## src/rtl/scsb_pkg.sv

```systemverilog
// constants, types and clock mode decoding for the system clock select and boot block
// assumes one 100 MHz bus clock; oscillator outputs arrive as pins sampled on it
package scsb_pkg;

	// ----------------------------------------------------------------
	// bus and register map
	// ----------------------------------------------------------------
	localparam int SCSB_ADDR_W = 4;
	localparam int SCSB_DATA_W = 32;
	localparam logic [SCSB_ADDR_W-1:0] SCSB_OFS_CLKMD = 4'h0;
	localparam logic [SCSB_ADDR_W-1:0] SCSB_OFS_XTAL = 4'h4;
	localparam logic [SCSB_ADDR_W-1:0] SCSB_OFS_TRIM = 4'h8;
	localparam logic [SCSB_ADDR_W-1:0] SCSB_OFS_STATUS = 4'hc;
	localparam logic [1:0] SCSB_RESP_OKAY = 2'h0;
	localparam logic [1:0] SCSB_RESP_SLVERR = 2'h2;

	// ----------------------------------------------------------------
	// register fields
	// ----------------------------------------------------------------
	localparam int SCSB_XTAL_EN_BIT = 7;
	localparam int SCSB_XTAL_DRV_LO = 5;
	localparam int SCSB_FAST_EN_BIT = 4;
	localparam int SCSB_SLOW_EN_BIT = 2;
	localparam int SCSB_SEL_HI = 7;
	localparam int SCSB_SEL_LO = 5;
	localparam int SCSB_SEL_B3 = 3;
	localparam logic [7:0] SCSB_XTAL_MASK = 8'he0;
	localparam int SCSB_ST_DONE = 0;
	localparam int SCSB_ST_SRC_LO = 1;
	localparam int SCSB_ST_WDT = 3;
	localparam int SCSB_ST_FASTOPT = 4;

	// ----------------------------------------------------------------
	// clock mode codes and reset values
	// ----------------------------------------------------------------
	localparam logic [7:0] SCSB_CLKMD_DIV2 = 8'h34;
	localparam logic [7:0] SCSB_CLKMD_DIV4 = 8'h14;
	localparam logic [7:0] SCSB_CLKMD_DIV8 = 8'h3c;
	localparam logic [7:0] SCSB_CLKMD_DIV16 = 8'h1c;
	localparam logic [7:0] SCSB_CLKMD_DIV32 = 8'h7c;
	localparam logic [7:0] SCSB_CLKMD_SLOW = 8'he4;
	// fast boot comes up on fast rc / 64, normal boot on slow rc, both rc on
	localparam logic [7:0] SCSB_CLKMD_RST_FAST = 8'h74;
	localparam logic [7:0] SCSB_CLKMD_RST_NORMAL = 8'hf4;
	localparam logic [7:0] SCSB_TRIM_RST = 8'h80;
	localparam logic [7:0] SCSB_XTAL_RST = 8'h00;

	// ----------------------------------------------------------------
	// boot timing, in slow rc cycles; the strap capture count is in aclk cycles
	// ----------------------------------------------------------------
	localparam int SCSB_BOOT_W = 12;
	localparam logic [SCSB_BOOT_W-1:0] SCSB_BOOT_FAST_LEN = 12'h02d;
	localparam logic [SCSB_BOOT_W-1:0] SCSB_BOOT_NORMAL_LEN = 12'hbb8;
	localparam logic [1:0] SCSB_CAPTURE_CYCLES = 2'h3;

	// ----------------------------------------------------------------
	// types
	// ----------------------------------------------------------------
	typedef enum logic [1:0] {SCSB_SRC_FAST, SCSB_SRC_SLOW, SCSB_SRC_XTAL} scsb_src_t;
	typedef struct packed {
		scsb_src_t src;
		logic [2:0] div_log;
	} scsb_mode_t;
	typedef enum {SCSB_ST_CAPTURE, SCSB_ST_BOOT, SCSB_ST_RUN} scsb_state_t;

	function automatic scsb_mode_t scsb_decode(input logic [7:0] clkmd);
		scsb_mode_t m;
		m.src = SCSB_SRC_SLOW;
		m.div_log = 3'h0;
		case ({clkmd[SCSB_SEL_HI:SCSB_SEL_LO], clkmd[SCSB_SEL_B3]})
			4'h2: begin m.src = SCSB_SRC_FAST; m.div_log = 3'h1; end
			4'h0: begin m.src = SCSB_SRC_FAST; m.div_log = 3'h2; end
			4'h3: begin m.src = SCSB_SRC_FAST; m.div_log = 3'h3; end
			4'h1: begin m.src = SCSB_SRC_FAST; m.div_log = 3'h4; end
			4'h7: begin m.src = SCSB_SRC_FAST; m.div_log = 3'h5; end
			4'h6: begin m.src = SCSB_SRC_FAST; m.div_log = 3'h6; end
			4'ha: begin m.src = SCSB_SRC_XTAL; m.div_log = 3'h0; end
			default: begin m.src = SCSB_SRC_SLOW; m.div_log = 3'h0; end
		endcase
		return m;
	endfunction

endpackage

```

## src/rtl/scsb_clk_if.sv

```systemverilog
// interface between the control top and the clock source selector
// assumes all signals live on the bus clock
`timescale 1ns/10ps
`default_nettype none
interface scsb_clk_if;
	import scsb_pkg::*;
	logic fast_edge;
	logic slow_edge;
	logic xtal_edge;
	logic restart;
	scsb_mode_t mode;
	logic tick;
	modport ctrl (output fast_edge, output slow_edge, output xtal_edge, output restart, output mode, input tick);
	modport sel (input fast_edge, input slow_edge, input xtal_edge, input restart, input mode, output tick);
endinterface
`default_nettype wire

```

## src/rtl/scsb_boot_counter.sv

```systemverilog
// boot counter: counts slow rc edges after power-on and flags the end of boot
// assumes slow_edge is a one-cycle pulse already synchronised to aclk
`timescale 1ns/10ps
`default_nettype none
module scsb_boot_counter
	import scsb_pkg::*;
(
	input wire logic aclk,
	input wire logic aresetn,
	input wire logic start,
	input wire logic fast_opt,
	input wire logic slow_edge,
	output logic done
);
	logic [SCSB_BOOT_W-1:0] cnt_ff;
	logic done_ff;
	logic [SCSB_BOOT_W-1:0] len;

	assign len = fast_opt ? SCSB_BOOT_FAST_LEN : SCSB_BOOT_NORMAL_LEN;
	assign done = done_ff;

	// ----------------------------------------------------------------
	// count slow rc cycles
	// ----------------------------------------------------------------
	always_ff @(posedge aclk) begin
		if (!aresetn) begin
			cnt_ff <= '0;
		end else if (start && !done_ff && slow_edge) begin
			cnt_ff <= cnt_ff + 12'h001; // RL16
		end
	end

	always_ff @(posedge aclk) begin
		if (!aresetn) begin
			done_ff <= 1'b0;
		end else if (start && cnt_ff == len) begin
			done_ff <= 1'b1; // RL3 RL16
		end
	end
endmodule
`default_nettype wire

```

## src/rtl/scsb_clk_sel.sv

```systemverilog
// system clock selector: picks a source and divides it into a one-cycle tick
// assumes source edges are one-cycle pulses on aclk
`timescale 1ns/10ps
`default_nettype none
module scsb_clk_sel
	import scsb_pkg::*;
(
	input wire logic aclk,
	input wire logic aresetn,
	scsb_clk_if.sel clk
);
	logic [5:0] div_cnt_ff;
	logic src_edge;
	logic [5:0] last;

	always_comb begin
		case (clk.mode.src)
			SCSB_SRC_FAST: src_edge = clk.fast_edge;
			SCSB_SRC_XTAL: src_edge = clk.xtal_edge;
			default: src_edge = clk.slow_edge;
		endcase
	end

	assign last = 6'((7'h01 << clk.mode.div_log) - 7'h01);
	assign clk.tick = src_edge && div_cnt_ff == last;

	// ----------------------------------------------------------------
	// divider
	// ----------------------------------------------------------------
	// a mode write restarts the divider so the new rate holds from the next edge
	always_ff @(posedge aclk) begin
		if (!aresetn || clk.restart) begin
			div_cnt_ff <= '0; // RL14
		end else if (clk.tick) begin
			div_cnt_ff <= '0;
		end else if (src_edge) begin
			div_cnt_ff <= div_cnt_ff + 6'h01; // RL6 RL7
		end
	end
endmodule
`default_nettype wire

```

## src/rtl/scsb_top.sv

```systemverilog
// system clock select and boot control with an axi4-lite register slave
// assumes aresetn is the power-on reset and oscillator pins are asynchronous to aclk
//
// Summary of operation
// RL1: software turns the crystal, fast rc and slow rc oscillators on and off by their own enable bits.
// RL2: at the end of boot both rc oscillators run with no software write needed; a calibration load of the slow rc code at boot end leaves fast rc off.
// RL3: after power-on the core stays in reset for 45 slow rc cycles on fast boot or 3000 on normal boot.
// RL4: power-on reset starts the boot, whose length is chosen by a fast or normal boot option.
// RL5: a trim register tunes the fast rc frequency, usually to 16 MHz.
// RL6: clock mode codes 34h, 14h and 3Ch run the system on fast rc divided by 2, 4 and 8.
// RL7: clock mode codes 1Ch and 7Ch run the system on fast rc divided by 16 and 32.
// RL8: the slow rc code clocks the system from slow rc with fast rc off and the watchdog on.
// RL9: a divided fast rc setting applied at boot turns the watchdog off while slow rc stays on.
// RL10: with no calibration the clock mode keeps its reset value, slow rc or fast rc / 64, watchdog on.
// RL11: the programming tool picks a fast rc target of 14 to 18 MHz and a divisor of 2 to 32.
// RL12: calibration runs once while program memory is written, never on later boots.
// RL13: software should not rely on the slow rc for accurate timing.
// RL14: a write to the clock mode register switches the system clock at once.
// RL15: software switches away from a source before it disables that source.
// RL16: the boot counter runs on slow rc edges and releases reset only at the selected length.
`timescale 1ns/10ps
`default_nettype none
module scsb_top
	import scsb_pkg::*;
(
	input wire logic aclk,
	input wire logic aresetn,
	input wire logic [scsb_pkg::SCSB_ADDR_W-1:0] s_axi_awaddr,
	input wire logic s_axi_awvalid,
	output logic s_axi_awready,
	input wire logic [scsb_pkg::SCSB_DATA_W-1:0] s_axi_wdata,
	input wire logic [3:0] s_axi_wstrb,
	input wire logic s_axi_wvalid,
	output logic s_axi_wready,
	output logic [1:0] s_axi_bresp,
	output logic s_axi_bvalid,
	input wire logic s_axi_bready,
	input wire logic [scsb_pkg::SCSB_ADDR_W-1:0] s_axi_araddr,
	input wire logic s_axi_arvalid,
	output logic s_axi_arready,
	output logic [scsb_pkg::SCSB_DATA_W-1:0] s_axi_rdata,
	output logic [1:0] s_axi_rresp,
	output logic s_axi_rvalid,
	input wire logic s_axi_rready,
	input wire logic fast_rc_osc,
	input wire logic slow_rc_osc,
	input wire logic crystal_osc,
	input wire logic fast_boot_strap,
	input wire logic calibration_directive,
	input wire logic [7:0] calib_clkmd,
	input wire logic [7:0] calib_trim,
	output logic fast_rc_osc_en,
	output logic slow_rc_osc_en,
	output logic crystal_osc_en,
	output logic [1:0] crystal_drive,
	output logic [7:0] fast_rc_trim,
	output logic sys_clk_tick,
	output logic core_reset_n,
	output logic watchdog_en
);
	import scsb_pkg::*;

	// ----------------------------------------------------------------
	// pin synchronisers
	// ----------------------------------------------------------------
	localparam int NPIN = 4;
	logic [NPIN-1:0] pin_raw;
	logic [NPIN-1:0] sync1_ff;
	logic [NPIN-1:0] sync2_ff;
	logic [NPIN-1:0] sync3_ff;
	logic [NPIN-1:0] pin_rise;

	assign pin_raw = {fast_boot_strap, crystal_osc, slow_rc_osc, fast_rc_osc};

	// edges are taken from the second and third stages, never the first
	genvar gi;
	generate
		for (gi = 0; gi < NPIN; gi++) begin : g_sync
			always_ff @(posedge aclk) begin
				if (!aresetn) begin
					sync1_ff[gi] <= 1'b0;
					sync2_ff[gi] <= 1'b0;
					sync3_ff[gi] <= 1'b0;
				end else begin
					sync1_ff[gi] <= pin_raw[gi];
					sync2_ff[gi] <= sync1_ff[gi];
					sync3_ff[gi] <= sync2_ff[gi];
				end
			end
			assign pin_rise[gi] = sync2_ff[gi] && !sync3_ff[gi];
		end
	endgenerate

	// ----------------------------------------------------------------
	// boot sequence
	// ----------------------------------------------------------------
	scsb_state_t state_ff;
	scsb_state_t nxt_state;
	logic [1:0] cap_cnt_ff;
	logic fast_opt_ff;
	logic boot_done;
	logic clkmd_wr;
	logic [7:0] clkmd_ff;
	logic [7:0] xtal_ff;
	logic [7:0] trim_ff;
	logic wdt_ff;
	logic core_rst_n_ff;
	scsb_mode_t cur_mode;
	scsb_mode_t calib_mode;

	assign cur_mode = scsb_decode(clkmd_ff);
	assign calib_mode = scsb_decode(calib_clkmd);

	always_comb begin
		nxt_state = state_ff;
		case (state_ff)
			SCSB_ST_CAPTURE: begin
				if (cap_cnt_ff == SCSB_CAPTURE_CYCLES) begin
					nxt_state = SCSB_ST_BOOT;
				end
			end
			SCSB_ST_BOOT: begin
				if (boot_done) begin
					nxt_state = SCSB_ST_RUN;
				end
			end
			SCSB_ST_RUN: nxt_state = SCSB_ST_RUN;
			default: nxt_state = SCSB_ST_CAPTURE;
		endcase
	end

	always_ff @(posedge aclk) begin
		if (!aresetn) begin
			state_ff <= SCSB_ST_CAPTURE; // RL4
		end else begin
			state_ff <= nxt_state;
		end
	end

	// the strap is read only once the synchroniser has filled after reset
	always_ff @(posedge aclk) begin
		if (!aresetn) begin
			cap_cnt_ff <= '0;
		end else if (state_ff == SCSB_ST_CAPTURE) begin
			cap_cnt_ff <= cap_cnt_ff + 2'h1;
		end
	end

	always_ff @(posedge aclk) begin
		if (!aresetn) begin
			fast_opt_ff <= 1'b0;
		end else if (state_ff == SCSB_ST_CAPTURE && cap_cnt_ff == SCSB_CAPTURE_CYCLES) begin
			fast_opt_ff <= sync2_ff[3]; // RL4
		end
	end

	scsb_boot_counter u_boot (
		.aclk(aclk),
		.aresetn(aresetn),
		.start(state_ff == SCSB_ST_BOOT),
		.fast_opt(fast_opt_ff),
		.slow_edge(pin_rise[1]),
		.done(boot_done)
	);

	always_ff @(posedge aclk) begin
		if (!aresetn) begin
			core_rst_n_ff <= 1'b0;
		end else begin
			core_rst_n_ff <= (nxt_state == SCSB_ST_RUN); // RL3
		end
	end

	// ----------------------------------------------------------------
	// axi4-lite write channel
	// ----------------------------------------------------------------
	logic aw_held_ff;
	logic w_held_ff;
	logic [SCSB_ADDR_W-1:0] awaddr_ff;
	logic [7:0] wdata_ff;
	logic wstrb0_ff;
	logic bvalid_ff;
	logic [1:0] bresp_ff;
	logic wr_fire;
	logic wr_lane;

	assign s_axi_awready = !aw_held_ff && !bvalid_ff;
	assign s_axi_wready = !w_held_ff && !bvalid_ff;
	assign wr_fire = aw_held_ff && w_held_ff;
	assign wr_lane = wr_fire && wstrb0_ff;
	assign clkmd_wr = wr_lane && awaddr_ff == SCSB_OFS_CLKMD;

	always_ff @(posedge aclk) begin
		if (!aresetn || wr_fire) begin
			aw_held_ff <= 1'b0;
		end else if (s_axi_awvalid && s_axi_awready) begin
			aw_held_ff <= 1'b1;
		end
	end

	always_ff @(posedge aclk) begin
		if (!aresetn || wr_fire) begin
			w_held_ff <= 1'b0;
		end else if (s_axi_wvalid && s_axi_wready) begin
			w_held_ff <= 1'b1;
		end
	end

	always_ff @(posedge aclk) begin
		if (!aresetn) begin
			awaddr_ff <= '0;
		end else if (s_axi_awvalid && s_axi_awready) begin
			awaddr_ff <= s_axi_awaddr;
		end
	end

	always_ff @(posedge aclk) begin
		if (!aresetn) begin
			wdata_ff <= '0;
			wstrb0_ff <= 1'b0;
		end else if (s_axi_wvalid && s_axi_wready) begin
			wdata_ff <= s_axi_wdata[7:0];
			wstrb0_ff <= s_axi_wstrb[0];
		end
	end

	always_ff @(posedge aclk) begin
		if (!aresetn) begin
			bvalid_ff <= 1'b0;
			bresp_ff <= SCSB_RESP_OKAY;
		end else if (wr_fire) begin
			bvalid_ff <= 1'b1;
			bresp_ff <= (awaddr_ff == SCSB_OFS_CLKMD || awaddr_ff == SCSB_OFS_XTAL ||
				awaddr_ff == SCSB_OFS_TRIM || awaddr_ff == SCSB_OFS_STATUS) ? SCSB_RESP_OKAY : SCSB_RESP_SLVERR;
		end else if (s_axi_bready) begin
			bvalid_ff <= 1'b0;
		end
	end

	assign s_axi_bvalid = bvalid_ff;
	assign s_axi_bresp = bresp_ff;

	// ----------------------------------------------------------------
	// control registers
	// ----------------------------------------------------------------
	always_ff @(posedge aclk) begin
		if (!aresetn) begin
			clkmd_ff <= SCSB_CLKMD_RST_NORMAL;
		end else if (clkmd_wr) begin
			clkmd_ff <= wdata_ff; // RL1 RL14
		end else if (state_ff == SCSB_ST_CAPTURE && cap_cnt_ff == SCSB_CAPTURE_CYCLES) begin
			clkmd_ff <= sync2_ff[3] ? SCSB_CLKMD_RST_FAST : SCSB_CLKMD_RST_NORMAL; // RL10 RL2
		end else if (state_ff == SCSB_ST_BOOT && boot_done && calibration_directive) begin
			clkmd_ff <= calib_clkmd; // RL6 RL7 RL8
		end
	end

	always_ff @(posedge aclk) begin
		if (!aresetn) begin
			xtal_ff <= SCSB_XTAL_RST;
		end else if (wr_lane && awaddr_ff == SCSB_OFS_XTAL) begin
			xtal_ff <= wdata_ff & SCSB_XTAL_MASK; // RL1
		end
	end

	always_ff @(posedge aclk) begin
		if (!aresetn) begin
			trim_ff <= SCSB_TRIM_RST;
		end else if (wr_lane && awaddr_ff == SCSB_OFS_TRIM) begin
			trim_ff <= wdata_ff; // RL5
		end else if (state_ff == SCSB_ST_BOOT && boot_done && calibration_directive) begin
			trim_ff <= calib_trim; // RL5
		end
	end

	// watchdog follows the boot-time calibration choice only
	always_ff @(posedge aclk) begin
		if (!aresetn) begin
			wdt_ff <= 1'b1; // RL10
		end else if (state_ff == SCSB_ST_BOOT && boot_done) begin
			wdt_ff <= !(calibration_directive && calib_mode.src == SCSB_SRC_FAST); // RL8 RL9
		end
	end

	// ----------------------------------------------------------------
	// axi4-lite read channel
	// ----------------------------------------------------------------
	logic rvalid_ff;
	logic [SCSB_DATA_W-1:0] rdata_ff;
	logic [1:0] rresp_ff;
	logic [SCSB_DATA_W-1:0] rd_mux;
	logic [1:0] rd_resp;

	always_comb begin
		rd_mux = '0;
		rd_resp = SCSB_RESP_OKAY;
		case (s_axi_araddr)
			SCSB_OFS_CLKMD: rd_mux[7:0] = clkmd_ff;
			SCSB_OFS_XTAL: rd_mux[7:0] = xtal_ff;
			SCSB_OFS_TRIM: rd_mux[7:0] = trim_ff;
			SCSB_OFS_STATUS: begin
				rd_mux[SCSB_ST_DONE] = core_rst_n_ff;
				rd_mux[SCSB_ST_SRC_LO +: 2] = cur_mode.src;
				rd_mux[SCSB_ST_WDT] = wdt_ff;
				rd_mux[SCSB_ST_FASTOPT] = fast_opt_ff;
			end
			default: rd_resp = SCSB_RESP_SLVERR;
		endcase
	end

	assign s_axi_arready = !rvalid_ff;

	always_ff @(posedge aclk) begin
		if (!aresetn) begin
			rvalid_ff <= 1'b0;
			rdata_ff <= '0;
			rresp_ff <= SCSB_RESP_OKAY;
		end else if (s_axi_arvalid && s_axi_arready) begin
			rvalid_ff <= 1'b1;
			rdata_ff <= rd_mux;
			rresp_ff <= rd_resp;
		end else if (s_axi_rready) begin
			rvalid_ff <= 1'b0;
		end
	end

	assign s_axi_rvalid = rvalid_ff;
	assign s_axi_rdata = rdata_ff;
	assign s_axi_rresp = rresp_ff;

	// ----------------------------------------------------------------
	// clock selection and outputs
	// ----------------------------------------------------------------
	scsb_clk_if clk_bus ();

	assign clk_bus.fast_edge = pin_rise[0] && clkmd_ff[SCSB_FAST_EN_BIT];
	assign clk_bus.slow_edge = pin_rise[1] && clkmd_ff[SCSB_SLOW_EN_BIT];
	assign clk_bus.xtal_edge = pin_rise[2] && xtal_ff[SCSB_XTAL_EN_BIT];
	// the boot-end load restarts too, or a count left over from /64 could pass the new last value
	assign clk_bus.restart = clkmd_wr || (state_ff == SCSB_ST_BOOT && boot_done); // RL14
	assign clk_bus.mode = cur_mode;

	scsb_clk_sel u_sel (
		.aclk(aclk),
		.aresetn(aresetn),
		.clk(clk_bus)
	);

	assign fast_rc_osc_en = clkmd_ff[SCSB_FAST_EN_BIT]; // RL1 RL2
	assign slow_rc_osc_en = clkmd_ff[SCSB_SLOW_EN_BIT]; // RL1 RL2 RL9
	assign crystal_osc_en = xtal_ff[SCSB_XTAL_EN_BIT]; // RL1
	assign crystal_drive = xtal_ff[SCSB_XTAL_DRV_LO +: 2];
	assign fast_rc_trim = trim_ff;
	assign sys_clk_tick = clk_bus.tick;
	assign core_reset_n = core_rst_n_ff;
	assign watchdog_en = wdt_ff;
endmodule
`default_nettype wire

```

## config.mk

```make
export PLATFORM = sky130hd
export DESIGN_NAME = scsb_top
export DESIGN_NICKNAME = d
export VERILOG_FILES = /design/src/rtl/scsb_pkg.sv /design/src/rtl/scsb_clk_if.sv /design/src/rtl/scsb_boot_counter.sv /design/src/rtl/scsb_clk_sel.sv /design/src/rtl/scsb_top.sv
export SDC_FILE = /design/constraint.sdc
export NUM_CORES = 1
export LEC_CHECK = 0
export ABC_AREA = 1
export BUFFER_PORTS_ARGS = -buffer_cell sky130_fd_sc_hd__buf_2
export CAP_MARGIN = 20
export CORE_MARGIN = 5
export CORE_UTILIZATION = 41
export DETAILED_ROUTE_END_ITERATION = 8
export PLACE_DENSITY = 0.75
export SLEW_MARGIN = 15
export SYNTH_ARGS = -nofsm -noshare
export SYNTH_HDL_FRONTEND = slang
export SYNTH_HIERARCHICAL = 1
export SYNTH_SLANG_ARGS = --single-unit
```

## constraint.sdc

```tcl
create_clock -name aclk -period 2.8 [get_ports aclk]
set_clock_uncertainty 0.2 [all_clocks]
set_input_delay 0.28 -clock aclk [delete_from_list [all_inputs] [get_ports aclk]]
set_output_delay 0.28 -clock aclk [all_outputs]
set_load 0.05 [all_outputs]
```

; ---- After elaboration in Yosys (flattened, before gate mapping)
; Cells that the tools add are included.
[totals]
ff_bits = 115
latch_bits = 0
mem_bits_rw = 0
mem_bits_ro = 0
in_bits = 72
output_inout_bits = 57
elab_cells = 138
mem_count = 0
[classes]
add_sub_neg = 4
multipliers = 0
n_div = 0
magnitude_cmp = 0
n_eq_ne = 26
shifts = 1
n_mux = 21
bitwise_logic = 0
n_reduce_logical = 54
[op_table]
columns = op, n
row1 = 32-bit one-hot mux with 3 select lines, 1
row2 = 5-bit one-hot mux with 7 select lines, 2
row3 = 32-bit by 2-bit == test with 1-bit output (second input constant), 2
row4 = 32-bit logical NOT, 2
row5 = 32-bit 2-to-1 mux, 2
row6 = 8-bit 2-to-1 mux, 6
row7 = 32-bit by 1-bit == test with 1-bit output (second input constant), 1
row8 = 32-bit by 3-bit == test with 1-bit output (second input constant), 1
row9 = 4-bit by 3-bit == test with 1-bit output (second input constant), 6
row10 = 4-bit == test (second input constant), 6
row11 = 1-bit logical AND, 24
row12 = 4-bit by 2-bit == test with 1-bit output (second input constant), 4
row13 = 4-bit logical NOT, 4
row14 = 5-bit one-hot mux with 3 select lines, 1
row15 = 12-bit by 1-bit adder with 12-bit output (second input constant), 1
row16 = 12-bit == test, 1
row17 = 12-bit 2-to-1 mux, 1
row18 = 1-bit logical NOT, 10
row19 = 3-bit one-hot mux with 3 select lines, 1
row20 = 4-bit by 1-bit == test with 1-bit output (second input constant), 2
row21 = 6-bit by 1-bit adder with 6-bit output (second input constant), 1
row22 = 6-bit == test, 1
row23 = 1-bit logical OR, 6
row24 = 2-bit nonzero test, 3
row25 = other kinds (11), 17

; ---- Longest topological paths before layout
; Gate-level depths: netlist of the first run.
[depth]
word_depth = 7
ltp_mapped = 13
depth_no_buf = 13

; ---- By module
; Netlist of the first run, hierarchy kept.
[modules_own_cells]
columns = module, n_inst, cells_per_inst, area_per_inst_um2, seq_area_each_um2
row1 = scsb_top, 1, 492, 3826.2, 1881.8
row2 = scsb_boot_counter, 1, 105, 711.9, 260.2
row3 = scsb_clk_sel, 1, 91, 499.2, 120.1

; ---- Least setup slack after synthesis of the first run
; No wires, ideal clock.
[synth_timing]
path_type = register -> register
startpoint = reg bvalid_ff (netlist: s_axi_bvalid)
endpoint = reg wdata_ff[6]
setup_ns = 0.128
arrival_time_ns = 1.980
required_ns = 2.472
setup_slack_ns = 0.492
path_stages_with_launch = 6
n_path_buf = 1
synth_period_minus_slack_ns = 2.308
path_cell_list = dfxtp_1 > nor2_1 > nand2_1 > clkbuf_1 > o21ai_0 > a21oi_1
[synth_between]
elab_chain_cells = 3
[synth_lines]
columns = element, line_no
row1 = "start, declared", scsb_top.sv:182  ; logic bvalid_ff;
row2 = "start signal, assigned", scsb_top.sv:229  ; bvalid_ff <= 1'b0;
row3 = "start signal, assigned", scsb_top.sv:232  ; bvalid_ff <= 1'b1;
row4 = "start signal, assigned", scsb_top.sv:236  ; bvalid_ff <= 1'b0;
row5 = 1-bit logical NOT, scsb_top.sv:188  ; assign s_axi_wready = !w_held_ff && !bvalid_ff;
row6 = 1-bit logical AND, scsb_top.sv:188
row7 = via s_axi_wready, scsb_top.sv:34  ; output logic s_axi_wready,
row8 = 1-bit logical AND, scsb_top.sv:221  ; end else if (s_axi_wvalid && s_axi_wready) begin
row9 = "end signal, assigned", scsb_top.sv:222  ; wdata_ff <= s_axi_wdata[7:0];
row10 = "end, declared", scsb_top.sv:180  ; logic [7:0] wdata_ff;
; The timed path passes the listed nets, and every way through them passes these cells.
; A chain may end at the register's enable or synchronous reset.

==> results_dict.tcl, run 1 <==
set metrics [dict create \
    grt_max_degree 29 \
    p_sw_share_pct 23.7 \
    stdcell_count 984 \
    drv_cap 0 \
    drv_slew 0 \
    synth_adder_area_share_pct 0.745 \
    p_int_uw 3230 \
    setup_viol 0 \
    p_leak_uw 0.00318 \
    synth_edf_count 0 \
    n_antenna_cell 0 \
    synth_cells 688 \
    cts_tree "done" \
    path_class "flop to output pin" \
    grt_pass1_wl_um 18900 \
    rows 40 \
    worst_pin_slew_ns 0.510 \
    setup_slack_ns 0.217 \
    final_cell_mix "nand2_1 (164), dfxtp_1 (111), inv_1 (84), nor2_1 (83), buf_2 (74)" \
    powerDensity_mw_per_mm2 660 \
    cts-buffers-inserted 17 \
    finalHoldViolCount 0 \
    path_clk_slew_ns 0.05 \
    htreeDepth 4 \
    vdd_drop_max_mv 0.444 \
    maxSlewHeadroom_pct 65.7 \
    path_delay_family "simple AND/OR/NAND/NOR gates" \
    startpoint_type "flop" \
    post-place-ws_ns 0.541 \
    synth_xor_xnor_area_share_pct 0.522 \
    p_switching_uw 1000 \
    required_ns 2.32 \
    antenna_left 0 \
    synthMuxAreaShare_pct 0 \
    crit_path_end_kind "output pin" \
    core_area_mm2 0.0120 \
    cp_cell_sequence "inv_2 > a21oi_1 > nor4_1 > buf_4 > inv_1 > nand2_2 > nand2_1 > nand2_1 > nand2_1 > nor2_1 > nand3_1 > inv_1 > buf_4" \
    start_util_pct 41.9 \
    die_w_um 121 \
    drt_iter0_markers 283 \
    arrival_ns 2.10 \
    fmax_mhz 387 \
    cp_max_fo 5 \
    firstDrtPassIters 4 \
    synth_ff_type "dfxtp_1" \
    die_h_um 121 \
    fillerInstances 1120 \
    cpMostUsedCell "nand2_1" \
    synth_cell_types 41 \
    yosysSeqAreaShare_pct 44.9 \
    grt_setup_unrepaired "false" \
    drc_errors 0 \
    grt.overflow.total 0 \
    root_buffer "clkbuf_16" \
    wirelength_um 11400 \
    num_io_pins 129 \
    design_power_total_uw 4240 \
    synth-compound-area-share_pct 11.0 \
    ys_seq_elements 113 \
    layout_commonest_cell "nand2_1" \
    insertion_delay_ns 0.41 \
    place_hpwl_um 8280 \
    portBuffers 75 \
    clockBufferDepth 2 \
    layout_min_cycle_time_ns 2.58 \
    status "finished, final reports clean" \
    cpMaxStageDelayCell "dfxtp_1" \
    wl_per_cell_um 11.5 \
    async_flop_share_pct 0 \
    fin_util_pct 53.4 \
    post_cts_buffers 0 \
    nNetsFinal 899 \
    dp.cells 931 \
    yosys_warnings 6 \
    comb_power_share_pct 8.4 \
    via_count 4496 \
    avgSynthCellArea_um2 7.32 \
    cts.sinks 113 \
    drive_gt1_share_pct 19.4 \
    grt_pass1_vias 4306 \
    die_area_mm2 0.0146 \
    clock_power_share_pct 51.4 \
    cp_slowest_stage_delay_ns 0.35 \
    finalCritPeriodShare_pct 92.2 \
    tns_ns 0 \
    syn2layout_area_growth_pct 27.3 \
    via_per_inst 4.57 \
    synth_top_family_by_area "simple AND/OR/NAND/NOR gates" \
    track_usage_pct 16.3 \
    gp_congestion 0.869 \
    yosys.area_share.simple_pct 31.0 \
    power_frac_seq_pct 40.2 \
    antenna_found_initial 0 \
    worstHoldPathType "input pin to flop" \
    path_buf_inv 5 \
    syn-cell-area_mm2 0.00504 \
]
==> through the flow <==
step                      cell area, um^2  hold WS [ns]
after floorplan                      5240         0.178
after global placement               5580         0.198
after detailed placement             5580         0.200
after CTS                            6400        0.0144
after global routing                 6410        0.0327
final                                6410        0.0239
==> synth_stat cells, types with 3 or more instances <==
master,number,share of area (%)
nor3b_1,3,0.45
clkbuf_1,10,0.75
o21ai_0,31,3.1
o21ai_1,18,1.8
o211ai_1,5,0.75
dfxtp_1,113,45
inv_1,86,6.4
ha_1,3,0.75
buf_4,26,3.9
nor2_1,85,6.3
nand3_1,34,3.4
nand2_2,9,1.1
nor2_2,13,1.6
nand4_1,4,0.50
a21oi_1,38,3.8
inv_2,5,0.37
nor2_4,5,1.1
nand3b_1,6,0.89
nand2_1,164,12
==> area by class of cell <==
class                   count  area, um^2  area share (%)
repair buffers             99         611            9.52
well taps                 147         184            2.87
clock inverters            10         133            2.07
multi-input cells         501        2400            37.4
clock buffers              22         474            7.39
flip-flops and latches    113        2260            35.3
inverters                  92         348            5.42
==> power groups by stage <==
stage               Combinational (uW)  Clock (uW)  Sequential (uW)
detailed placement                 330           0             1730
finish                             357        2180             1700
CTS                                355        2210             1700
global route                       394        2310             1710
global placement                   329           0             1730
floorplan                          261           0             1750
==> tightest hold or removal path, delay by kind of cell <==
| family | cells | cell delay [ns] |
|---|---|---|
| and+or+nand+nor | 4 | 0.24 |
| buffers and inverters | 1 | 0.07 |
==> metal layers <==
layer  global-route usage [%]  part of all wire (%)
met3                     5.33                   5.5
met5                        0                     0
met1                     20.3                    47
met4                     6.44                   2.0
met2                     26.1                    46
==> worst paths after layout <==
path                                         end  slack, ns                      from  cells after the start
setup / recovery                    sys_clk_tick       0.22  clkmd_ff[6]$_SDFFE_PN1P_                     13
hold / removal          clkmd_ff[1]$_SDFFE_PN0P_       0.02            calib_clkmd[1]                      5
setup reg to reg  u_boot/cnt_ff[10]$_SDFFE_PN0P_       0.82    state_ff[9]$_SDFF_PN0_                     10
hold reg to reg           sync2_ff[1]$_SDFF_PN0_       0.21    sync1_ff[1]$_SDFF_PN0_                      2
==> registers in the layout (all words and copies together) (netlist names), 2 cells and up <==
signal            count
state_ff             32
fast_rc_trim          8
awaddr_ff             4
xtal_ff               3
s_axi_rdata           8
wdata_ff              8
u_sel/div_cnt_ff      6
cap_cnt_ff            2
u_boot/cnt_ff        12
sync1_ff              4
sync2_ff              4
sync3_ff              3
clkmd_ff              8
==> repair_timing <==
item | CTS | global route
hold buffers | 21 | 0
gates resized for setup | 0 | 10
hold endpoints to repair | 20 | 0
endpoints found under the setup margin | 0 | 1
==> cell families (layout without fill, tap and decap cells) <==
family,after synthesis,after routing
AOI/OAI and AO/OA,102,102
xor gates and xnor gates,3,3
adders and majority gates,3,3
buffers and inverters,129,223
DFF,113,113
other,1,56
and+or+nand+nor,337,337
Note: power is estimated with default switching activity, not from simulation.
==> run 2: changes to the inputs <==
--- a/config.mk
+++ b/config.mk
@@ -11,7 +11,7 @@
 export CORE_MARGIN = 5
 export CORE_UTILIZATION = 41
 export DETAILED_ROUTE_END_ITERATION = 8
-export PLACE_DENSITY = 0.75
+export PLACE_DENSITY = 0.78
 export SLEW_MARGIN = 15
 export SYNTH_ARGS = -nofsm -noshare
 export SYNTH_HDL_FRONTEND = slang
==> constraint.sdc (replaced) <==
create_clock -name aclk -period 2.3 [get_ports aclk]
set_clock_uncertainty 0.2 [all_clocks]
set_input_delay 0.23 -clock aclk [delete_from_list [all_inputs] [get_ports aclk]]
set_output_delay 0.23 -clock aclk [all_outputs]
set_load 0.05 [all_outputs]
==> results_dict.tcl, run 2 (synthesized netlist as in run 1, its figures left out) <==
set metrics [dict create \
    status "finished, violations left" \
    violations "negative setup slack" \
    cts-buffers-inserted 17 \
    startpoint_type "flop" \
    grt.overflow.total 0 \
    layout_commonest_cell "nand2_1" \
    drc_errors 0 \
    worstHoldPathType "input pin to flop" \
    setup_viol 1 \
    design_power_total_uw 5340 \
    antenna_left 0 \
    core_area_mm2 0.0120 \
    grt_max_degree 21 \
    place_hpwl_um 8410 \
    root_buffer "clkbuf_16" \
    fmax_mhz 413 \
    top_register "state_ff" \
    drive_gt1_share_pct 20.5 \
    wirelength_um 12500 \
    vdd_drop_max_mv 0.520 \
    wl_per_cell_um 12.5 \
    grt_pass1_vias 4442 \
    finalCritPeriodShare_pct 105 \
    drv_slew 0 \
    maxSlewHeadroom_pct 66.6 \
    grt_setup_unrepaired "true" \
    n_antenna_cell 0 \
    via_count 4659 \
    setup_slack_ns -0.122 \
    firstDrtPassIters 5 \
    via_per_inst 4.66 \
    num_io_pins 129 \
    required_ns 1.87 \
    arrival_ns 1.99 \
    drv_cap 0 \
    reg2reg_slack_ns 0.27 \
    track_usage_pct 17.4 \
    largestRegisters "state_ff: 32 flops, u_boot/cnt_ff: 12 flops" \
    nNetsFinal 914 \
    powerDensity_mw_per_mm2 808 \
    path_class "flop to output pin" \
    ff_latch_area_mm2 0.00227 \
    fillerInstances 1094 \
    path_clk_slew_ns 0.05 \
    die_area_mm2 0.0146 \
    syn2layout_area_growth_pct 31.2 \
    gp_congestion 0.850 \
    finalHoldViolCount 0 \
    insertion_delay_ns 0.41 \
    crit_path_end_kind "output pin" \
    tns_ns -0.122 \
    final_cell_mix "nand2_1 (164), dfxtp_1 (110), inv_1 (83), nor2_1 (80), buf_2 (74)" \
    worst_pin_slew_ns 0.499 \
    htreeDepth 4 \
    grt_pass1_wl_um 20200 \
    cts_tree "done" \
    rows 40 \
    clockBufferDepth 2 \
    antenna_found_initial 0 \
    start_util_pct 41.9 \
    p_leak_uw 0.00328 \
    multi_input_area_mm2 0.00242 \
    die_h_um 121 \
    die_w_um 121 \
    portBuffers 75 \
    cts.sinks 113 \
    largest_register_ffs 32 \
    drt_iter0_markers 399 \
    cp_max_fo 5 \
    layout_min_cycle_time_ns 2.42 \
]
## run 2: cell types whose count changed in the layout (fill, tap and decap cells not counted), sizes merged
cell,change
buf,+7
dlygate4sd3,+8
clkbuf,+1
bufinv,+1
clkinvlp,-3
clkinv,+1
## run 2: final timing paths
check,cells past startpoint,to,from
max,12,sys_clk_tick,clkmd_ff[3]$_SDFFE_PN0P_
min,3,awaddr_ff[3]$_SDFFE_PN0P_,s_axi_awvalid
max reg2reg,13,u_sel/div_cnt_ff[4]$_SDFFE_PP0P_,clkmd_ff[3]$_SDFFE_PN0P_
min reg2reg,2,sync2_ff[0]$_SDFF_PN0_,sync1_ff[0]$_SDFF_PN0_
## run 2: area by class of cell
class / count / area share, %
multi-input cells: 501 / 36.6
repair buffers: 114 / 11.3
clock inverters: 9 / 2.31
inverters: 92 / 5.26
clock buffers: 23 / 7.38
well taps: 147 / 2.78
flip-flops and latches: 113 / 34.3
## run 2: worst max-delay path, stage by stage, from the launching register on
cell,delay [ns]
dfxtp_1,0.32
inv_2,0.06
nand2_1,0.09
nor2_2,0.06
buf_4,0.13
a211oi_2,0.20
inv_1,0.08
or2_0,0.22
nand2_2,0.08
nor2_1,0.05
nand3_1,0.10
inv_1,0.06
buf_6,0.15
## run 2: what timing repair did
item,4_1_cts,5_1_grt
hold buffers,29,0
gates resized for setup,14,3
pin swaps,3,1
hold endpoints to repair,31,0
endpoints found under the setup margin,1,1
setup buffers,3,2
## run 2: layer usage
layer	global-route usage, %	routed length, um
met4	7.29	360
met1	20.5	5320
met3	6.92	867
met5	0	0
met2	28.2	5920
## run 2: stage by stage
step / worst slack, ns / area [um^2] / util (%) / hold WS [ns] / instances
6_report: -0.122 / 6610 / 55.0 / 0.0125 / 999
5_1_grt: -0.268 / 6610 / 55.0 / 0.0155 / 999
4_1_cts: -0.106 / 6580 / 54.8 / 0.00446 / 997
3_5_place_dp: 0.142 / 5600 / 46.6 / 0.201 / 933
3_3_place_gp: 0.167 / 5600 / 46.6 / 0.211 / 933
2_1_floorplan: 0.0607 / 5250 / - / 0.128 / 743
## run 2: report_power, final
group          leakage [uW]  switching [uW]  internal, uW  total (uW)
registers          0.000927            38.1          2030        2070
clock network      0.000317             882          1920        2810
logic               0.00204             325           138         463
==> run 3: changes to the inputs <==
--- a/config.mk
+++ b/config.mk
@@ -5,7 +5,6 @@
 export SDC_FILE = /design/constraint.sdc
 export NUM_CORES = 1
 export LEC_CHECK = 0
-export ABC_AREA = 1
 export BUFFER_PORTS_ARGS = -buffer_cell sky130_fd_sc_hd__buf_2
 export CAP_MARGIN = 20
 export CORE_MARGIN = 5
==> results_dict.tcl, run 3 <==
set metrics [dict create \
    cts-buffers-inserted 17 \
    p_leak_uw 0.00290 \
    yosysTopAreaCell "dfxtp_1" \
    synth_cells 497 \
    reg2reg_depth 7 \
    design_power_total_uw 5270 \
    drv_slew 0 \
    multi_input_area_mm2 0.00267 \
    finalHoldViolCount 0 \
    wl_per_cell_um 16.7 \
    ys_seq_elements 113 \
    synth_most_common_cell "dfxtp_1" \
    drv_cap 0 \
    dpl-instance-area_mm2 0.00553 \
    portBuffers 75 \
    grt.overflow.total 0 \
    required_ns 1.87 \
    via_count 4366 \
    fmax_mhz 364 \
    cp_max_fo 6 \
    path_class "flop to output pin" \
    yosysSeqAreaShare_pct 47.0 \
    top_register "state_ff" \
    syn-cell-area_mm2 0.00481 \
    die_w_um 118 \
    cts_tree "done" \
    firstDrtPassIters 5 \
    layout_min_cycle_time_ns 2.75 \
    grt_pass1_vias 4171 \
    core_area_mm2 0.0115 \
    n_antenna_cell 0 \
    num_io_pins 129 \
    drt_iter0_markers 303 \
    status "finished, violations left" \
    avgSynthCellArea_um2 9.68 \
    yosys_warnings 6 \
    synth.area.top_cells "dfxtp_1 (47%), buf_4 (4.2%), mux2i_1 (4.2%)" \
    synth_cell_types 61 \
    setup_viol 21 \
    gp_congestion 0.840 \
    synth_ff_type "dfxtp_1" \
    yosys-top-cells-count "dfxtp_1 (113), nand2_1 (41), buf_4 (27)" \
    root_buffer "clkbuf_16" \
    final_area_mm2 0.00695 \
    crit_end "sys_clk_tick" \
    htreeDepth 4 \
    vdd_drop_max_mv 0.521 \
    powerDensity_mw_per_mm2 759 \
    nNetsFinal 751 \
    place_hpwl_um 8300 \
    synth_edf_count 0 \
    grt_pass1_wl_um 19900 \
    start_util_pct 42.0 \
    violations "negative setup slack" \
    r2r_end "u_boot/cnt_ff[11]$_SDFFE_PN0P_" \
    grt_max_degree 32 \
    startpoint_type "flop" \
    crit_path_start "clkmd_ff[3]$_SDFFE_PN0P_" \
    insertion_delay_ns 0.41 \
    async_flop_share_pct 0 \
    worstHoldPathType "input pin to flop" \
    die_area_mm2 0.0140 \
    die_h_um 118 \
    track_usage_pct 17.3 \
    reg2reg_slack_ns -0.27 \
    setup_slack_ns -0.445 \
    r2r_start "state_ff[29]$_SDFF_PN0_" \
    clockBufferDepth 2 \
    grt_setup_unrepaired "true" \
    tns_ns -3.37 \
    final_cell_mix "dfxtp_1 (107), buf_2 (74), conb_1 (56), nand2_1 (39), buf_4 (35)" \
    syn2layout_area_growth_pct 44.3 \
    crit_path_end_kind "output pin" \
    drc_errors 0 \
    via_per_inst 5.25 \
    antenna_found_initial 0 \
    ff_latch_area_mm2 0.00227 \
    wirelength_um 13800 \
    cts.sinks 113 \
    synth_top_area_share_pct 47.0 \
    largest_register_ffs 32 \
    layout_commonest_cell "dfxtp_1" \
    fillerInstances 824 \
    antenna_left 0 \
    largestRegisters "state_ff: 32 flops, u_boot/cnt_ff: 12 flops" \
    drive_gt1_share_pct 31.4 \
    rows 39 \
    finalCritPeriodShare_pct 119 \
    arrival_ns 2.32 \
    path_clk_slew_ns 0.05 \
]
## run 3: cell count changes after synthesis, moves of 20 or more
cell | previous run | this run
nand2_1 | 164 | 41
inv_1 | 86 | 16
nor2_1 | 85 | 25
nand3_1 | 34 | 6
a21oi_1 | 38 | 11
mux2i_1 | 0 | 20
nor2b_1 | 0 | 20
## run 3: area by class of cell
class,instances,share of cell area (%)
repair buffers,155,16.4
clock buffers,19,6.38
flip-flops and latches,113,32.8
clock inverters,12,2.65
inverters,16,0.865
multi-input cells,373,38.4
well taps,143,2.58
## run 3: what timing repair did
| action | 4_1_cts | 5_1_grt |
|---|---|---|
| endpoints found under the setup margin | 27 | 37 |
| buffers inserted | 3 | 19 |
| hold endpoints to repair | 28 | 0 |
| gates cloned | 0 | 1 |
| hold buffers | 29 | 0 |
| resized for setup | 29 | 46 |
| pin swaps | 3 | 25 |
## run 3: kinds of logic after synthesis
group | share of synthesized area (%)
flip-flops | 47.0
AO/OA/AOI/OAI | 14.2
other | 0.0779
AND/OR/NAND/NOR | 21.1
multiplexers | 6.26
XOR/XNOR | 2.91
buffers and inverters | 7.72
adder cells (fa/ha/maj) | 0.780
## run 3: through the flow
step	setup slack, ns	cells	hold slack [ns]	utilization (%)
detailed placement	-0.199	751	0.223	48.2
global route	-0.535	831	0.0318	60.6
global placement	-0.122	751	0.225	48.2
finish	-0.445	831	0.00953	60.6
floorplan	-0.411	552	0.157	-
CTS	-0.481	814	0.0159	57.6
## run 3: worst min-delay path by stage
| stage | cells past startpoint | slack (ns) | end | start |
|---|---|---|---|---|
| 2_1_floorplan | 1 | 0.16 | sync1_ff[0]$_SDFF_PN0_ | fast_rc_osc |
| 3_3_place_gp | 1 | 0.22 | sync2_ff[1]$_SDFF_PN0_ | sync1_ff[1]$_SDFF_PN0_ |
| 3_5_place_dp | 1 | 0.22 | sync2_ff[1]$_SDFF_PN0_ | sync1_ff[1]$_SDFF_PN0_ |
| 4_1_cts | 3 | 0.02 | fast_rc_trim[7]$_SDFFE_PN1P_ | calib_trim[7] |
| 5_1_grt | 3 | 0.03 | fast_rc_trim[7]$_SDFFE_PN1P_ | calib_trim[7] |
| 6_report | 4 | 0.01 | s_axi_rdata[5]$_SDFFE_PN0P_ | s_axi_araddr[0] |
## run 3: critical path, cell delays in order, from the launching register on
cell	delay, ns
dfxtp_2	0.34
xor2_1	0.16
mux2_4	0.28
nor2_4	0.18
xnor2_2	0.14
nand4_1	0.14
a2111oi_4	0.45
buf_6	0.21
## run 3: per-layer routing
layer / track usage [%] / wire length, um
met1: 19.8 / 5370
met2: 29.8 / 7070
met3: 4.39 / 841
met4: 8.82 / 558
met5: 0 / 0
## run 3: where the power goes
part,switching (uW),total (uW),internal (uW)
logic,280,433,153
registers,39.7,2060,2020
clock network,936,2780,1840
total,1260,5270,4010
